**config.mk**
```make
export PLATFORM = sky130hd
export DESIGN_NAME = timer_channel_capture_compare_pwm
export DESIGN_NICKNAME = d
export VERILOG_FILES = /design/src/rtl/timer_channel_pkg.sv /design/src/rtl/timer_channel_capture_compare_pwm.sv
export SDC_FILE = /design/constraint.sdc
export NUM_CORES = 1
export LEC_CHECK = 0
export BUFFER_PORTS_ARGS = -buffer_cell sky130_fd_sc_hd__buf_2
export CORE_UTILIZATION = 26
export CTS_BUF_LIST = sky130_fd_sc_hd__clkbuf_16
export DETAILED_ROUTE_END_ITERATION = 8
export PLACE_DENSITY = 0.39
export SETUP_SLACK_MARGIN = 0.15
export SYNTH_ARGS = -nofsm -noshare
export SYNTH_HDL_FRONTEND = slang
export SYNTH_SLANG_ARGS = --single-unit
```
**constraint.sdc**
```tcl
create_clock -name clock -period 4.7 [get_ports clock]
set_input_delay 0.705 -clock clock [delete_from_list [all_inputs] [get_ports clock]]
set_output_delay 0.705 -clock clock [all_outputs]
set_load 0.005 [all_outputs]
```
**src/rtl/timer_channel_pkg.sv**
```systemverilog
// Constants for the timer channel block: register map, field positions, modes.
// Assumes an 8-bit register view carried in the low byte of 32-bit APB data.
package timer_channel_pkg;

  // Register byte addresses
  localparam logic [7:0] OFF_TIMER_CONTROL = 8'h00;
  localparam logic [7:0] OFF_COUNTER_HIGH  = 8'h04;
  localparam logic [7:0] OFF_COUNTER_LOW   = 8'h08;
  localparam logic [7:0] OFF_MODULUS_HIGH  = 8'h0C;
  localparam logic [7:0] OFF_MODULUS_LOW   = 8'h10;
  localparam logic [7:0] OFF_CH_BASE       = 8'h14;
  localparam logic [7:0] OFF_CH_STRIDE     = 8'h0C;
  localparam logic [7:0] OFF_CH_CONTROL    = 8'h00;
  localparam logic [7:0] OFF_CH_VALUE_HIGH = 8'h04;
  localparam logic [7:0] OFF_CH_VALUE_LOW  = 8'h08;

  // Timer control fields
  localparam int TC_FLAG = 7;
  localparam int TC_IE   = 6;
  localparam int TC_CAS  = 5;
  localparam int TC_EN   = 0;

  // Channel control fields
  localparam int CC_FLAG = 7;
  localparam int CC_IE   = 6;
  localparam int CC_MSB  = 5;
  localparam int CC_MSA  = 4;
  localparam int CC_ELSB = 3;
  localparam int CC_ELSA = 2;

  // Counter values
  localparam logic [15:0] COUNT_ZERO = 16'h0000;
  localparam logic [15:0] COUNT_MAX  = 16'hFFFF;
  localparam logic [15:0] COUNT_ONE  = 16'h0001;
  localparam int          SIGN_BIT   = 15;

  // Channel operating modes
  typedef enum logic [3:0] {
    MODE_CAPTURE = 4'b0001,
    MODE_COMPARE = 4'b0010,
    MODE_EDGE    = 4'b0100,
    MODE_CENTER  = 4'b1000
  } ch_mode_e;

endpackage

```
**src/rtl/timer_channel_capture_compare_pwm.sv**
```systemverilog
// Channel logic of a 16-bit timer: capture, compare, edge and center PWM.
// Assumes an APB master on clock; channel pins are asynchronous to clock.
//
// Behaviour
// RULE1: Capture copies counter into channel value
// RULE2: Capture edge rising, falling or either
// RULE3: Captured value read is byte coherent
// RULE4: Capture event sets channel event flag
// RULE5: Compare match sets, clears or toggles pin
// RULE6: Compare value loads after both halves
// RULE7: Compare match sets channel event flag
// RULE8: Edge PWM uses up counter and modulus
// RULE9: Edge PWM polarity set by low select
// RULE10: Zero gives 0%, above modulus 100%
// RULE11: Edge PWM value loads at count zero
// RULE12: Center PWM counts up then down
// RULE13: Software keeps center modulus nonzero, small
// RULE14: Center value zero or negative gives 0%
// RULE15: Center up match low, down match high
// RULE16: Center buffers load at counter reversal
// RULE17: Control writes discard pending half writes
// RULE18: Level request while flag and enable
// RULE19: Flag cleared by read then zero write
// RULE20: Up count overflow flag on wrap
// RULE21: Up/down overflow flag at reversal
// RULE22: Center select forces all channels center
// RULE23: Counter write zeroes counter and buffer
// RULE24: Center polarity one inverts output
// RULE25: Channel pins synchronised before edge detect
//
// The register addresses and register access over APB were chosen for this implementation.
`timescale 1ns/100ps
`default_nettype none

module timer_channel_capture_compare_pwm
  import timer_channel_pkg::*;
#(
  parameter int NUM_CH = 2
) (
  // Clock, reset, freeze
  input  wire logic              clock,
  input  wire logic              srst,
  input  wire logic              clock_enable,
  // APB slave
  input  wire logic              psel,
  input  wire logic              penable,
  input  wire logic              pwrite,
  input  wire logic [7:0]        paddr,
  input  wire logic [31:0]       pwdata,
  output logic      [31:0]       prdata,
  output logic                   pready,
  output logic                   pslverr,
  // Channel pins
  input  wire logic [NUM_CH-1:0] ch_in,
  output logic      [NUM_CH-1:0] ch_out,
  output logic      [NUM_CH-1:0] ch_oe,
  // Interrupt requests
  output logic                   overflow_irq,
  output logic      [NUM_CH-1:0] channel_irq
);

  if (NUM_CH < 1 || NUM_CH > 8) begin : g_check
    $error("NUM_CH must be 1 to 8");
  end

  typedef struct packed {
    logic                   ack;
    logic                   err;
    logic [7:0]             rdata;
    logic [15:0]            count;
    logic                   down;
    logic                   en;
    logic                   cas;
    logic                   ovf;
    logic                   ovf_ie;
    logic                   ovf_arm;
    logic [15:0]            mod_act;
    logic [15:0]            mod_buf;
    logic                   mod_hw;
    logic                   mod_lw;
    logic                   cnt_lat;
    logic                   cnt_first_hi;
    logic [15:0]            cnt_buf;
    logic [NUM_CH-1:0][3:0] ch_ms_els;
    logic [NUM_CH-1:0]      ch_ie;
    logic [NUM_CH-1:0]      ch_flag;
    logic [NUM_CH-1:0]      ch_arm;
    logic [NUM_CH-1:0][15:0] ch_val;
    logic [NUM_CH-1:0][15:0] ch_buf;
    logic [NUM_CH-1:0]      ch_hw;
    logic [NUM_CH-1:0]      ch_lw;
    logic [NUM_CH-1:0]      ch_lat;
    logic [NUM_CH-1:0]      ch_first_hi;
    logic [NUM_CH-1:0][15:0] ch_rbuf;
    logic [NUM_CH-1:0]      ch_pin;
    logic [NUM_CH-1:0]      ch_drive;
    logic [NUM_CH-1:0]      pin_s1;
    logic [NUM_CH-1:0]      pin_s2;
    logic [NUM_CH-1:0]      pin_prev;
  } state_s;

  state_s st;
  state_s next_st;

  function automatic logic [7:0] ch_addr(input int n, input logic [7:0] off);
    ch_addr = 8'(int'(OFF_CH_BASE) + n * int'(OFF_CH_STRIDE) + int'(off));
  endfunction

  function automatic ch_mode_e ch_mode(input logic cas, input logic [3:0] ms_els);
    if (cas) begin
      ch_mode = MODE_CENTER;
    end else if (ms_els[3]) begin
      ch_mode = MODE_EDGE;
    end else if (ms_els[2]) begin
      ch_mode = MODE_COMPARE;
    end else begin
      ch_mode = MODE_CAPTURE;
    end
  endfunction

  logic       acc_first;
  logic       wr_fire;
  logic       rd_fire;
  logic       tick;
  logic [7:0] wb;

  assign acc_first = psel & penable & ~st.ack;
  assign wr_fire   = psel & penable & st.ack & pwrite;
  assign rd_fire   = acc_first & ~pwrite;
  assign tick      = st.en;
  assign wb        = pwdata[7:0];

  always_comb begin
    logic [15:0] term;
    logic        rev;
    logic        hit;
    logic        is_hi;
    logic [7:0]  rv;
    logic        rise;
    logic        fall;
    logic        cap_ev;
    logic        match;
    logic        active;
    ch_mode_e    md;
    term    = COUNT_MAX;
    rev     = 1'b0;
    hit     = 1'b0;
    is_hi   = 1'b0;
    rv      = 8'h00;
    rise    = 1'b0;
    fall    = 1'b0;
    cap_ev  = 1'b0;
    match   = 1'b0;
    active  = 1'b0;
    md      = MODE_CAPTURE;
    next_st = st;

    // APB answer one cycle into the access phase
    next_st.ack = acc_first;
    if (paddr == OFF_TIMER_CONTROL) begin
      hit = 1'b1;
      rv  = {st.ovf, st.ovf_ie, st.cas, 4'h0, st.en};
    end else if (paddr == OFF_COUNTER_HIGH || paddr == OFF_COUNTER_LOW) begin
      hit   = 1'b1;
      is_hi = (paddr == OFF_COUNTER_HIGH);
      rv    = st.cnt_lat ? (is_hi ? st.cnt_buf[15:8] : st.cnt_buf[7:0]) : (is_hi ? st.count[15:8] : st.count[7:0]);
    end else if (paddr == OFF_MODULUS_HIGH) begin
      hit = 1'b1;
      rv  = st.mod_act[15:8];
    end else if (paddr == OFF_MODULUS_LOW) begin
      hit = 1'b1;
      rv  = st.mod_act[7:0];
    end
    for (int n = 0; n < NUM_CH; n++) begin
      if (paddr == ch_addr(n, OFF_CH_CONTROL)) begin
        hit = 1'b1;
        rv  = {st.ch_flag[n], st.ch_ie[n], st.ch_ms_els[n], 2'b00};
      end else if (paddr == ch_addr(n, OFF_CH_VALUE_HIGH)) begin
        hit = 1'b1;
        rv  = st.ch_lat[n] ? st.ch_rbuf[n][15:8] : st.ch_val[n][15:8];
      end else if (paddr == ch_addr(n, OFF_CH_VALUE_LOW)) begin
        hit = 1'b1;
        rv  = st.ch_lat[n] ? st.ch_rbuf[n][7:0] : st.ch_val[n][7:0];
      end
    end
    if (acc_first) begin
      next_st.err   = ~hit;
      next_st.rdata = pwrite ? 8'h00 : rv;
    end

    // Counter advance
    term = (st.mod_act == COUNT_ZERO) ? COUNT_MAX : st.mod_act;
    if (tick) begin
      if (!st.cas) begin
        if (st.count == term) begin
          next_st.count = COUNT_ZERO; // RULE8 RULE20
        end else begin
          next_st.count = st.count + COUNT_ONE;
        end
      end else if (!st.down) begin
        if (st.count == st.mod_act && st.mod_act != COUNT_ZERO) begin
          rev           = 1'b1; // RULE12 RULE21
          next_st.down  = 1'b1;
          next_st.count = st.count - COUNT_ONE;
        end else begin
          next_st.count = st.count + COUNT_ONE;
        end
      end else if (st.count == COUNT_ZERO) begin
        next_st.down  = 1'b0; // RULE12
        next_st.count = st.count + COUNT_ONE;
      end else begin
        next_st.count = st.count - COUNT_ONE;
      end
    end

    // Counter read coherency
    if (rd_fire && (paddr == OFF_COUNTER_HIGH || paddr == OFF_COUNTER_LOW)) begin
      if (!st.cnt_lat) begin
        next_st.cnt_lat      = 1'b1;
        next_st.cnt_buf      = st.count;
        next_st.cnt_first_hi = is_hi;
      end else if (st.cnt_first_hi != is_hi) begin
        next_st.cnt_lat = 1'b0;
      end
    end
    if (rd_fire && paddr == OFF_TIMER_CONTROL && st.ovf) begin
      next_st.ovf_arm = 1'b1; // RULE19
    end

    // Timer register writes
    if (wr_fire) begin
      if (paddr == OFF_TIMER_CONTROL) begin
        next_st.ovf_ie  = wb[TC_IE];
        next_st.cas     = wb[TC_CAS]; // RULE22
        next_st.en      = wb[TC_EN];
        next_st.ovf_arm = 1'b0;
        next_st.mod_hw  = 1'b0; // RULE17
        next_st.mod_lw  = 1'b0;
        if (!wb[TC_FLAG] && st.ovf_arm) begin
          next_st.ovf = 1'b0; // RULE19
        end
      end else if (paddr == OFF_COUNTER_HIGH || paddr == OFF_COUNTER_LOW) begin
        next_st.count   = COUNT_ZERO; // RULE23
        next_st.down    = 1'b0;
        next_st.cnt_lat = 1'b0;
      end else if (paddr == OFF_MODULUS_HIGH) begin
        next_st.mod_buf[15:8] = wb;
        next_st.mod_hw        = 1'b1;
      end else if (paddr == OFF_MODULUS_LOW) begin
        next_st.mod_buf[7:0] = wb;
        next_st.mod_lw       = 1'b1;
      end
    end
    if (next_st.mod_hw && next_st.mod_lw && (!st.cas || rev)) begin
      next_st.mod_act = next_st.mod_buf; // RULE16
      next_st.mod_hw  = 1'b0;
      next_st.mod_lw  = 1'b0;
    end
    // Overflow event wins over a clear
    if (tick && ((!st.cas && st.count == term) || rev)) begin
      next_st.ovf     = 1'b1; // RULE20 RULE21 RULE19
      next_st.ovf_arm = 1'b0;
    end

    for (int n = 0; n < NUM_CH; n++) begin
      md = ch_mode(st.cas, st.ch_ms_els[n]); // RULE22
      next_st.pin_s1[n]   = ch_in[n]; // RULE25
      next_st.pin_s2[n]   = st.pin_s1[n];
      next_st.pin_prev[n] = st.pin_s2[n];
      rise   = st.pin_s2[n] & ~st.pin_prev[n];
      fall   = ~st.pin_s2[n] & st.pin_prev[n];
      cap_ev = (md == MODE_CAPTURE) && ((st.ch_ms_els[n][0] && rise) || (st.ch_ms_els[n][1] && fall)); // RULE2
      match  = tick && (st.count == st.ch_val[n]) && (md != MODE_CAPTURE);
      is_hi  = (paddr == ch_addr(n, OFF_CH_VALUE_HIGH));

      if (rd_fire && paddr == ch_addr(n, OFF_CH_CONTROL) && st.ch_flag[n]) begin
        next_st.ch_arm[n] = 1'b1; // RULE19
      end
      if (rd_fire && md == MODE_CAPTURE && (is_hi || paddr == ch_addr(n, OFF_CH_VALUE_LOW))) begin
        if (!st.ch_lat[n]) begin
          next_st.ch_lat[n]      = 1'b1; // RULE3
          next_st.ch_rbuf[n]     = st.ch_val[n];
          next_st.ch_first_hi[n] = is_hi;
        end else if (st.ch_first_hi[n] != is_hi) begin
          next_st.ch_lat[n] = 1'b0; // RULE3
        end
      end

      if (wr_fire && paddr == ch_addr(n, OFF_CH_CONTROL)) begin
        next_st.ch_ie[n]     = wb[CC_IE];
        next_st.ch_ms_els[n] = wb[CC_MSB:CC_ELSA];
        next_st.ch_arm[n]    = 1'b0;
        next_st.ch_hw[n]     = 1'b0; // RULE6 RULE17
        next_st.ch_lw[n]     = 1'b0;
        next_st.ch_lat[n]    = 1'b0; // RULE3
        if (!wb[CC_FLAG] && st.ch_arm[n]) begin
          next_st.ch_flag[n] = 1'b0; // RULE19
        end
      end else if (wr_fire && is_hi) begin
        next_st.ch_buf[n][15:8] = wb;
        next_st.ch_hw[n]        = 1'b1;
      end else if (wr_fire && paddr == ch_addr(n, OFF_CH_VALUE_LOW)) begin
        next_st.ch_buf[n][7:0] = wb;
        next_st.ch_lw[n]       = 1'b1;
      end

      // Buffered value transfer per mode
      if (next_st.ch_hw[n] && next_st.ch_lw[n]) begin
        if ((md == MODE_COMPARE || md == MODE_CAPTURE)                  // RULE6
            || (md == MODE_EDGE && st.count == COUNT_ZERO)              // RULE11
            || (md == MODE_CENTER && rev)) begin                        // RULE16
          next_st.ch_val[n] = next_st.ch_buf[n];
          next_st.ch_hw[n]  = 1'b0;
          next_st.ch_lw[n]  = 1'b0;
        end
      end
      if (cap_ev) begin
        next_st.ch_val[n] = st.count; // RULE1
      end
      if (cap_ev || match) begin
        next_st.ch_flag[n] = 1'b1; // RULE4 RULE7 RULE19
        next_st.ch_arm[n]  = 1'b0;
      end

      // Pin behaviour
      next_st.ch_drive[n] = (md != MODE_CAPTURE) && (next_st.ch_ms_els[n][1:0] != 2'b00);
      if (md == MODE_COMPARE && match) begin
        case (st.ch_ms_els[n][1:0])
          2'b01:   next_st.ch_pin[n] = ~st.ch_pin[n]; // RULE5
          2'b10:   next_st.ch_pin[n] = 1'b0;
          2'b11:   next_st.ch_pin[n] = 1'b1;
          default: next_st.ch_pin[n] = st.ch_pin[n];
        endcase
      end else if (md == MODE_EDGE) begin
        active             = next_st.count < next_st.ch_val[n]; // RULE10
        next_st.ch_pin[n] = active ^ st.ch_ms_els[n][0]; // RULE9
      end else if (md == MODE_CENTER) begin
        active = (next_st.ch_val[n] != COUNT_ZERO) && !next_st.ch_val[n][SIGN_BIT] // RULE14
                 && ((next_st.count < next_st.ch_val[n])
                     || (next_st.count == next_st.ch_val[n] && next_st.down));
        next_st.ch_pin[n] = active ^ st.ch_ms_els[n][0]; // RULE15 RULE24
      end
    end
  end

  always_ff @(posedge clock) begin
    if (srst) begin
      st <= '0;
    end else if (clock_enable) begin
      st <= next_st;
    end
  end

  assign pready       = psel & penable & st.ack;
  assign pslverr      = pready & st.err;
  assign prdata       = {24'h00_0000, st.rdata};
  assign ch_out       = st.ch_pin;
  assign ch_oe        = st.ch_drive;
  assign overflow_irq = st.ovf & st.ovf_ie; // RULE18
  assign channel_irq  = st.ch_flag & st.ch_ie; // RULE18
endmodule

`default_nettype wire

```
* After elaboration in Yosys (flattened, before gate mapping)
Index checks and enable logic that the tools add are counted.
** Word-level totals
- Register bits after elaboration :: 212
- Bits in latches :: 0
- Memory bits (writable) :: 0
- Memory bits (read-only) :: 0
- Input port bits :: 48
- Output and inout port bits :: 41
- Logic and storage cells :: 360
- Memories :: 0
** Operators by class
- $add $sub $neg :: 2
- Multipliers :: 0
- Div/mod/pow operators :: 0
- $lt $le $gt $ge :: 2
- Equal/unequal tests :: 37
- Shift operators :: 0
- Muxes and demuxes :: 136
- Bitwise gates (word level) :: 28
- Reductions and logical operators :: 110
** Operator list (number)
- $mux 16 :: 14
- $mux 8 :: 27
- $eq 16x16->1 :: 6
- $mux 17 :: 5
- $mux 1 :: 73
- $logic_and 1x1->1 :: 51
- $reduce_bool 16->1 :: 3
- $mux 18 :: 2
- $eq 8x5->1 const B :: 4
- $logic_not 16->1 :: 2
- $lt 16x16->1 :: 2
- $eq 8x6->1 const B :: 3
- $reduce_and 3->1 :: 8
- $mux 22 :: 1
- $reduce_bool 2->1 :: 11
- $mux 19 :: 1
- $logic_or 1x1->1 :: 17
- $add 16x1->16 const B :: 1
- $eq 8x4->1 const B :: 2
- $ne 4x1->1 const B :: 4
- $reduce_and 2->1 :: 8
- $sub 16x1->16 const B :: 1
- $mux 2 :: 6
- $not 1->1 :: 12
- 19 further kinds :: 51

* Longest topological paths before layout
Gate-level depths: netlist of run 1.
- Depth after elaboration :: 19
- Mapped depth :: 24
- Depth with buffers taken out :: 22

* Worst setup path before layout of run 1
OpenSTA, ideal clock, no wires.
- Path kind :: register to register
- Start :: reg st[191] in the netlist's numbering
- End :: reg st (netlist bit ch_out[0])
- Setup time :: 122 ps
- Arrival time :: 4578 ps
- Data required time :: 4578 ps
- Setup slack :: 0 ps
- Cell stages (with the launch flop) :: 24
- Path buffers :: 3
- Clock period less this slack :: 4700 ps
- Cells stage by stage :: dfxtp_1 -> buf_4 -> inv_2 -> a2111oi_1 -> nand3_1 -> o31ai_1 -> and2_0 -> clkbuf_1 -> clkbuf_1 -> nor3_1 -> o21ai_0 -> xnor2_1 -> nor2_1 -> ha_1 -> a21o_1 -> a21o_1 -> a21oi_1 -> o21ai_0 -> a2111oi_0 -> o21bai_1 -> a2bb2oi_1 -> o41ai_2 -> xnor2_1 -> o311a_1
** RTL lines
- start, declared :: line timer_channel_capture_compare_pwm.sv:102 : state_s st;
- start signal, assigned :: line timer_channel_capture_compare_pwm.sv:350 : st <= next_st;

==> run metrics, run 1 <==
status complete, no violations; CTS Buffer Depth 3; Slew @ Worst Pin between 1000 and 1500 ps; highest metal used met4; Mean Syn Cell Area between 7 and 8 um^2; n_diodes 0; drt pass-1 iters 6; drc violations 0; Primary FF master, synth dfxtp_1; Synth Register Bits 212; Tot GR Track Use 23.97%; Post-DP Area 0.01566 mm^2; Lkg Pwr 6.890 nW; io pins 89; # hold bufs at CTS 0; IO buf count 40; Setup-failing EPs final 0; layout cell share with drive strength beyond 1 26.08%; Design Area, Final 0.01721 mm^2; pin count of the biggest net entering global routing roughly 120; clk slew on worst S/H paths roughly 60 ps; gp weighted congestion approximately 0.94; met2 wire length about 27000 um; GRT overflow 0; final worst slack approximately 65 ps; count of final max-slew check failures 0; fin cells roughly 2.6k; num rows roughly 80; Die Footprint roughly 0.05 mm^2; Iter 0 DRT Violations 1045; CTS Buf Count 28; clock sink count 212; top area cells in the synthesized netlist dfxtp_1, mux2i_1, nand2_1, nor2_1, a21oi_1; core area 0.04905 mm^2; pre-CTS setup slack -443.4 ps; cell-by-cell listing of the critical path buf_4, nor4_1, nand4_1, buf_4, buf_4, mux2i_1, and4_1, nand2_1, nand2_1, buf_4, nor2_1, buf_4, ha_1, a21o_1, a21o_1, a21oi_1, nor2b_1, a2111oi_4, o21bai_1, a2bb2oi_2, o41ai_4, xnor2_1, o311a_1; initial antenna violation count 1; CTS tree done; Final Hold Viols 0; Cells after Synth 1680; WS Path Type reg2reg; share of the yosys chip area belonging to registers approximately a third; vias between 10k and 15k; Mapped Area 0.01298 mm^2; Worst VDD drop 0.2759 mV; top cells by count, synth nand2_1, dfxtp_1, nor2_1; worst-skew pair later-pin latency 590 ps; post-route ant nets 0; count leader, synth nand2_1; first-pass GRT wire length 88550 um; top cell type's share of synthesized area 32.68%; CP dominant cell by count buf_4; vias per cell 5.163; final wirelength 61370 um; crit end category register; vias in the first global route 12.85k; clock skew between 20 and 30 ps; Die Y between 200 and 250 um; Crit-path slowest cell dfxtp_1; Placed Cells 2537; area grow syn2layout 32.53%; EDFF count, synth 0; met3 wire len between 3000 and 4000 um; FMAX 215.8 MHz; post-route minimum period ~4600 ps; Tcrit/Tclk final 98.61%; initial core utilization 26.47%; CP Launch Type register; RSZ-0062 raised after global routing true; per-cell routed wire length 23.53 um; area leader, netlist dfxtp_1; slowest stage delay, CP 350 ps; share of flip-flops with an asynchronous set or reset 0%; Required @ worst endpoint 5180 ps; M1 wire length approximately 29000 um; Unique masters post-synth just under 80; fin nets 2006; CP Data Arrival Time 5120 ps; root buf cell clkbuf_16; Synth Warn # 0; CTS H-Tree Depth 1; MaxCap Viol Count 0; Hold Crit Class in2reg; die span in x about 230 um; PwrDens about 250 mW/mm^2; crit path max fanout 7; relative slew slack 25.29%; dpl hpwl about 46000 um
==> critical path: cells and delay by family, from the launching register on <==
family	cells	cell delay (ps)
xor gates and xnor gates	1	150
DFF	1	350
muxes	1	170
buffers and inverters	5	890
adders and majority gates	1	290
and+or+nand+nor	7	1360
AOI/OAI and AO/OA	8	1340
==> sequential cells by signal, indices dropped and copies added (netlist names) <==
signal   flops
st         195
prdata       8
next_st      4
ch_oe        2
ch_out       2
tick         1
==> cell families after synthesis <==
logic type,after synthesis,synth area share [%]
adders and majority gates,36,3.469
other,1,0.02888
muxes,128,10.38
AOI/OAI and AO/OA,394,19.85
buffers and inverters,200,7.063
and+or+nand+nor,663,23.42
xor gates and xnor gates,46,3.103
DFF,212,32.68
==> path summary, 6_finish.rpt <==
| check | from | end | slack [ps] | cells after the start |
|---|---|---|---|---|
| hold / removal | ch_in[1] | next_st[3] | 360 | 3 |
| setup reg to reg | st[178] | ch_out[0] | 70 | 23 |
| hold reg to reg | prdata[6] | prdata[6] | 450 | 2 |
| setup / recovery | st[178] | ch_out[0] | 70 | 23 |
==> per-layer routing <==
layer  vias up  global-route usage (%)
met1      6561                   33.21
met3        94                   3.859
met5         -                       0
met2       374                   37.77
met4         0                   7.483
li1       6437                       -
==> final cells by class <==
class | count | area (um^2)
inverters | 36 | 135.1
multi-input cells | 1292 | 8428
clock inverters | 24 | 173.9
flip-flops and latches | 212 | 4259
clock buffers | 28 | 700.7
repair buffers | 352 | 2681
well taps | 664 | 830.8
fillers | 5264 | 31840
==> placed cells by master, fill, tap and decap left out, types with 18 or more instances in the layout <==
cell       instances
a211oi_1          42
buf_2             38
nand3_1           60
nor3_1            27
ha_1              31
buf_4            296
clkbuf_16         29
inv_1             35
o21ai_0           49
a21oi_1          138
conb_1            24
nand2_1          223
dfxtp_1          204
a31oi_1           18
nor2b_1           19
nor2_1           196
xor2_1            19
xnor2_1           26
nand4_1           25
mux2i_1          119
==> stage by stage <==
step | hold WS [ps] | utilization, % | TNS [ps] | total power, mW
final | 356.1 | 35.08 | 0 | 4.298
after global routing | 346.6 | 35.08 | -280.5 | 4.446
after CTS | 340.4 | 34.83 | 0 | 4.343
after detailed placement | 438.7 | 31.93 | -877.8 | 2.214
after global placement | 440.6 | 31.93 | -890.3 | 2.214
after floorplan | 426.3 | - | 0 | 2.055
==> report_power, final <==
part	internal, mW	switching (mW)
clock	1.19	0.917
sequential	1.81	0.0293
combinational	0.133	0.215
total	3.14	1.16
==> what timing repair did <==
action / CTS / global route
buffers inserted: 17 / 1
setup endpoints to repair: 2 / 2
resized for setup: 85 / 21
gates cloned: 1 / 0
pin swaps: 43 / 4
Power figures use the tool's default switching activity.
==> run 2: changes to the inputs <==
--- a/config.mk
+++ b/config.mk
@@ -9,7 +9,7 @@
 export CORE_UTILIZATION = 26
 export CTS_BUF_LIST = sky130_fd_sc_hd__clkbuf_16
 export DETAILED_ROUTE_END_ITERATION = 8
-export PLACE_DENSITY = 0.39
+export PLACE_DENSITY = 0.38
 export SETUP_SLACK_MARGIN = 0.15
 export SYNTH_ARGS = -nofsm -noshare
 export SYNTH_HDL_FRONTEND = slang
==> constraint.sdc (replaced) <==
create_clock -name clock -period 5.7 [get_ports clock]
set_input_delay 0.855 -clock clock [delete_from_list [all_inputs] [get_ports clock]]
set_output_delay 0.855 -clock clock [all_outputs]
set_load 0.005 [all_outputs]
==> run metrics, run 2 (same netlist as run 1, synthesis figures left out) <==
met3 wire len 3254 um (about the same); num rows 81 (unchanged); vias 12.81k (-4.9%); max reg flops 195 (unchanged); core area 0.04905 mm^2 (unchanged); Slew @ Worst Pin 1218 ps (+99.22 ps); initial core utilization 26.47% (unchanged); # hold bufs at CTS 0 (unchanged); Final Hold Viols 0 (unchanged); clock network fraction of total power 50.2% (+1.2 points); clock skew 19.52 ps (-6.739 ps); CTS H-Tree Depth 1 (unchanged); CTS Buffer Depth 3 (unchanged); buffer count from post-CTS setup fixing 0 (-17); Tcrit/Tclk final 93.15% (-5.5 points); area grow syn2layout 16.46%; TNS Setup 0 ps (unchanged); status complete, no violations; Crit-path slowest cell or3_1; relative slew slack 18.48% (-6.8 points); reg2reg path depth 19 (-17%); Hold Crit Class reg2reg; M1 wire length 26810 um (-6.7%); vias in the first global route 11.93k (-7.1%); Worst VDD drop 0.1923 mV (-30%); fin nets 1801 (-10%); first-pass GRT wire length 82930 um (-6.3%); GRT overflow 0 (unchanged); area of the multi-input gates 0.007964 mm^2 (-5.5%); Die Y 225.5 um (unchanged); Int Pwr 2.588 mW (-18%); drc violations 0 (unchanged); Design Area, Final 0.01512 mm^2 (-12%); most frequent cells in the layout nand2_1, dfxtp_1, nor2_1; Lkg Pwr 5.773 nW (-16%); Iter 0 DRT Violations 1150 (+10%); gp weighted congestion 0.8945 (-4.9%); FMAX 188.3 MHz (-13%); dpl hpwl 41030 um (-10%); Post-DP Area 0.01418 mm^2 (-9.5%); CP Data Arrival Time 5790 ps (+670 ps); RSZ-0062 raised after global routing false; pin count of the biggest net entering global routing 122 (+5.2%); n_diodes 0 (unchanged); crit path max fanout 15 (+8); Comb pwr share 6.8% (-1.3 points); CTS Buf Count 29 (+3.6%); io pins 89 (unchanged); slowest stage delay, CP 500 ps (+150 ps); Tot GR Track Use 22.27% (-1.7 points); vias per cell 5.330 (+3.2%); per-cell routed wire length 23.72 um (+0.81%); crit end category register; Switch Pwr 0.9564 mW (-18%); Required @ worst endpoint 6180 ps (+1000 ps); clock sink count 212 (unchanged); register area 0.004250 mm^2 (-0.21%); final wirelength 57000 um (-7.1%); root buf cell clkbuf_16; MaxCap Viol Count 0 (unchanged); highest metal used met4; post-route minimum period 5310 ps (+675.2 ps); CP dominant cell by count a21o_1; Most flops, register st; post-route ant nets 0 (unchanged); # fillers 5317 (+1.0%); clk slew on worst S/H paths 60 ps (about the same); CTS tree done; drt pass-1 iters 5 (-1); layout cell share with drive strength beyond 1 14.15% (-12 points); PwrDens 234.4 mW/mm^2 (-6.1%); die span in x 225.5 um (unchanged); Flop pwr share 43.0% (about the same); WS Path Type reg2reg; initial antenna violation count 2 (+1); Die Footprint 0.05084 mm^2 (unchanged); cell-by-cell listing of the critical path inv_1, ha_1, nand3_1, or3_1, a21o_1, a211o_1, buf_12, o311a_1, ha_1, a21o_1, a21o_1, a21oi_1, o21ai_0, a2111oi_1, o21bai_1, a2bb2oi_1, o41ai_2, xnor2_1, o311a_1; worst-skew pair later-pin latency 590 ps (about the same); count of final max-slew check failures 0 (unchanged); CP Launch Type register; most common cell after layout, fill and taps aside nand2_1; worst hold path depth 2 (-1); IO buf count 40 (unchanged); Setup-failing EPs final 0 (unchanged); met2 wire length 24910 um (-8.7%); Sw Ratio 26.98% (about the same)
run 2: changes by cell type in the layout (fill, tap and decap cells not counted), moves of 5 or more:
cell     previous run  this run
buf_4             296       106
buf_6              11         1
a21oi_1           138       144
a21oi_2             6         0
nand3_1            60        66
o21ai_0            49        55
ha_1               31        36
nand3_2             5         0
run 2: cell type report:
type / count / area share, %
multi-input cells: 1291 / 52.66
flip-flops and latches: 212 / 28.11
repair buffers: 147 / 6.859
well taps: 664 / 5.494
clock buffers: 29 / 4.799
clock inverters: 24 / 1.183
inverters: 36 / 0.8936
run 2: per-layer routing:
metal | vias up | GRT usage [%]
met5 | - | 0
met4 | 0 | 7.307
met3 | 91 | 3.181
met2 | 446 | 34.71
met1 | 6246 | 31.29
li1 | 6026 | -
run 2: through the flow:
step | hold WS, ps | utilization (%) | cells | total power, mW | worst slack (ps)
floorplan | 426.3 | - | 1703 | 1.695 | 894.5
global placement | 439.9 | 28.90 | 2350 | 1.795 | 80.81
detailed placement | 445.6 | 28.90 | 2350 | 1.795 | 143.8
CTS | 453.4 | 30.76 | 2403 | 3.590 | 161.5
global route | 469.9 | 30.83 | 2403 | 3.667 | 153.9
finish | 451.1 | 30.83 | 2403 | 3.545 | 390.3
run 2: worst paths after layout:
check | start | end | slack [ps]
setup / recovery | st[187] | ch_out[0] | 390
hold / removal | st[162] | st[162] | 450
setup reg to reg | st[187] | ch_out[0] | 390
hold reg to reg | st[162] | st[162] | 450
run 2: repair_timing:
| item | CTS | global route |
|---|---|---|
| gates cloned | 0 | 0 |
| gates resized for setup | 1 | 12 |
| endpoints found under the setup margin | 1 | 2 |
| pin swaps | 0 | 1 |
run 2: critical path: cells and delay by family (launching register included):
kind	cells	cell delay [ps]
AOI/OAI and AO/OA	12	3000
and+or+nand+nor	2	720
adders and majority gates	2	620
buffers and inverters	2	370
DFF	1	310
xor gates and xnor gates	1	170
run 2: power by group through the flow:
stage                     Sequential, mW  Combinational (mW)  Clock [mW]
final                               1.53               0.240        1.78
after global routing                1.52               0.259        1.88
after CTS                           1.52               0.241        1.83
after global placement              1.56               0.239           0
after detailed placement            1.56               0.239           0
after floorplan                     1.54               0.154           0
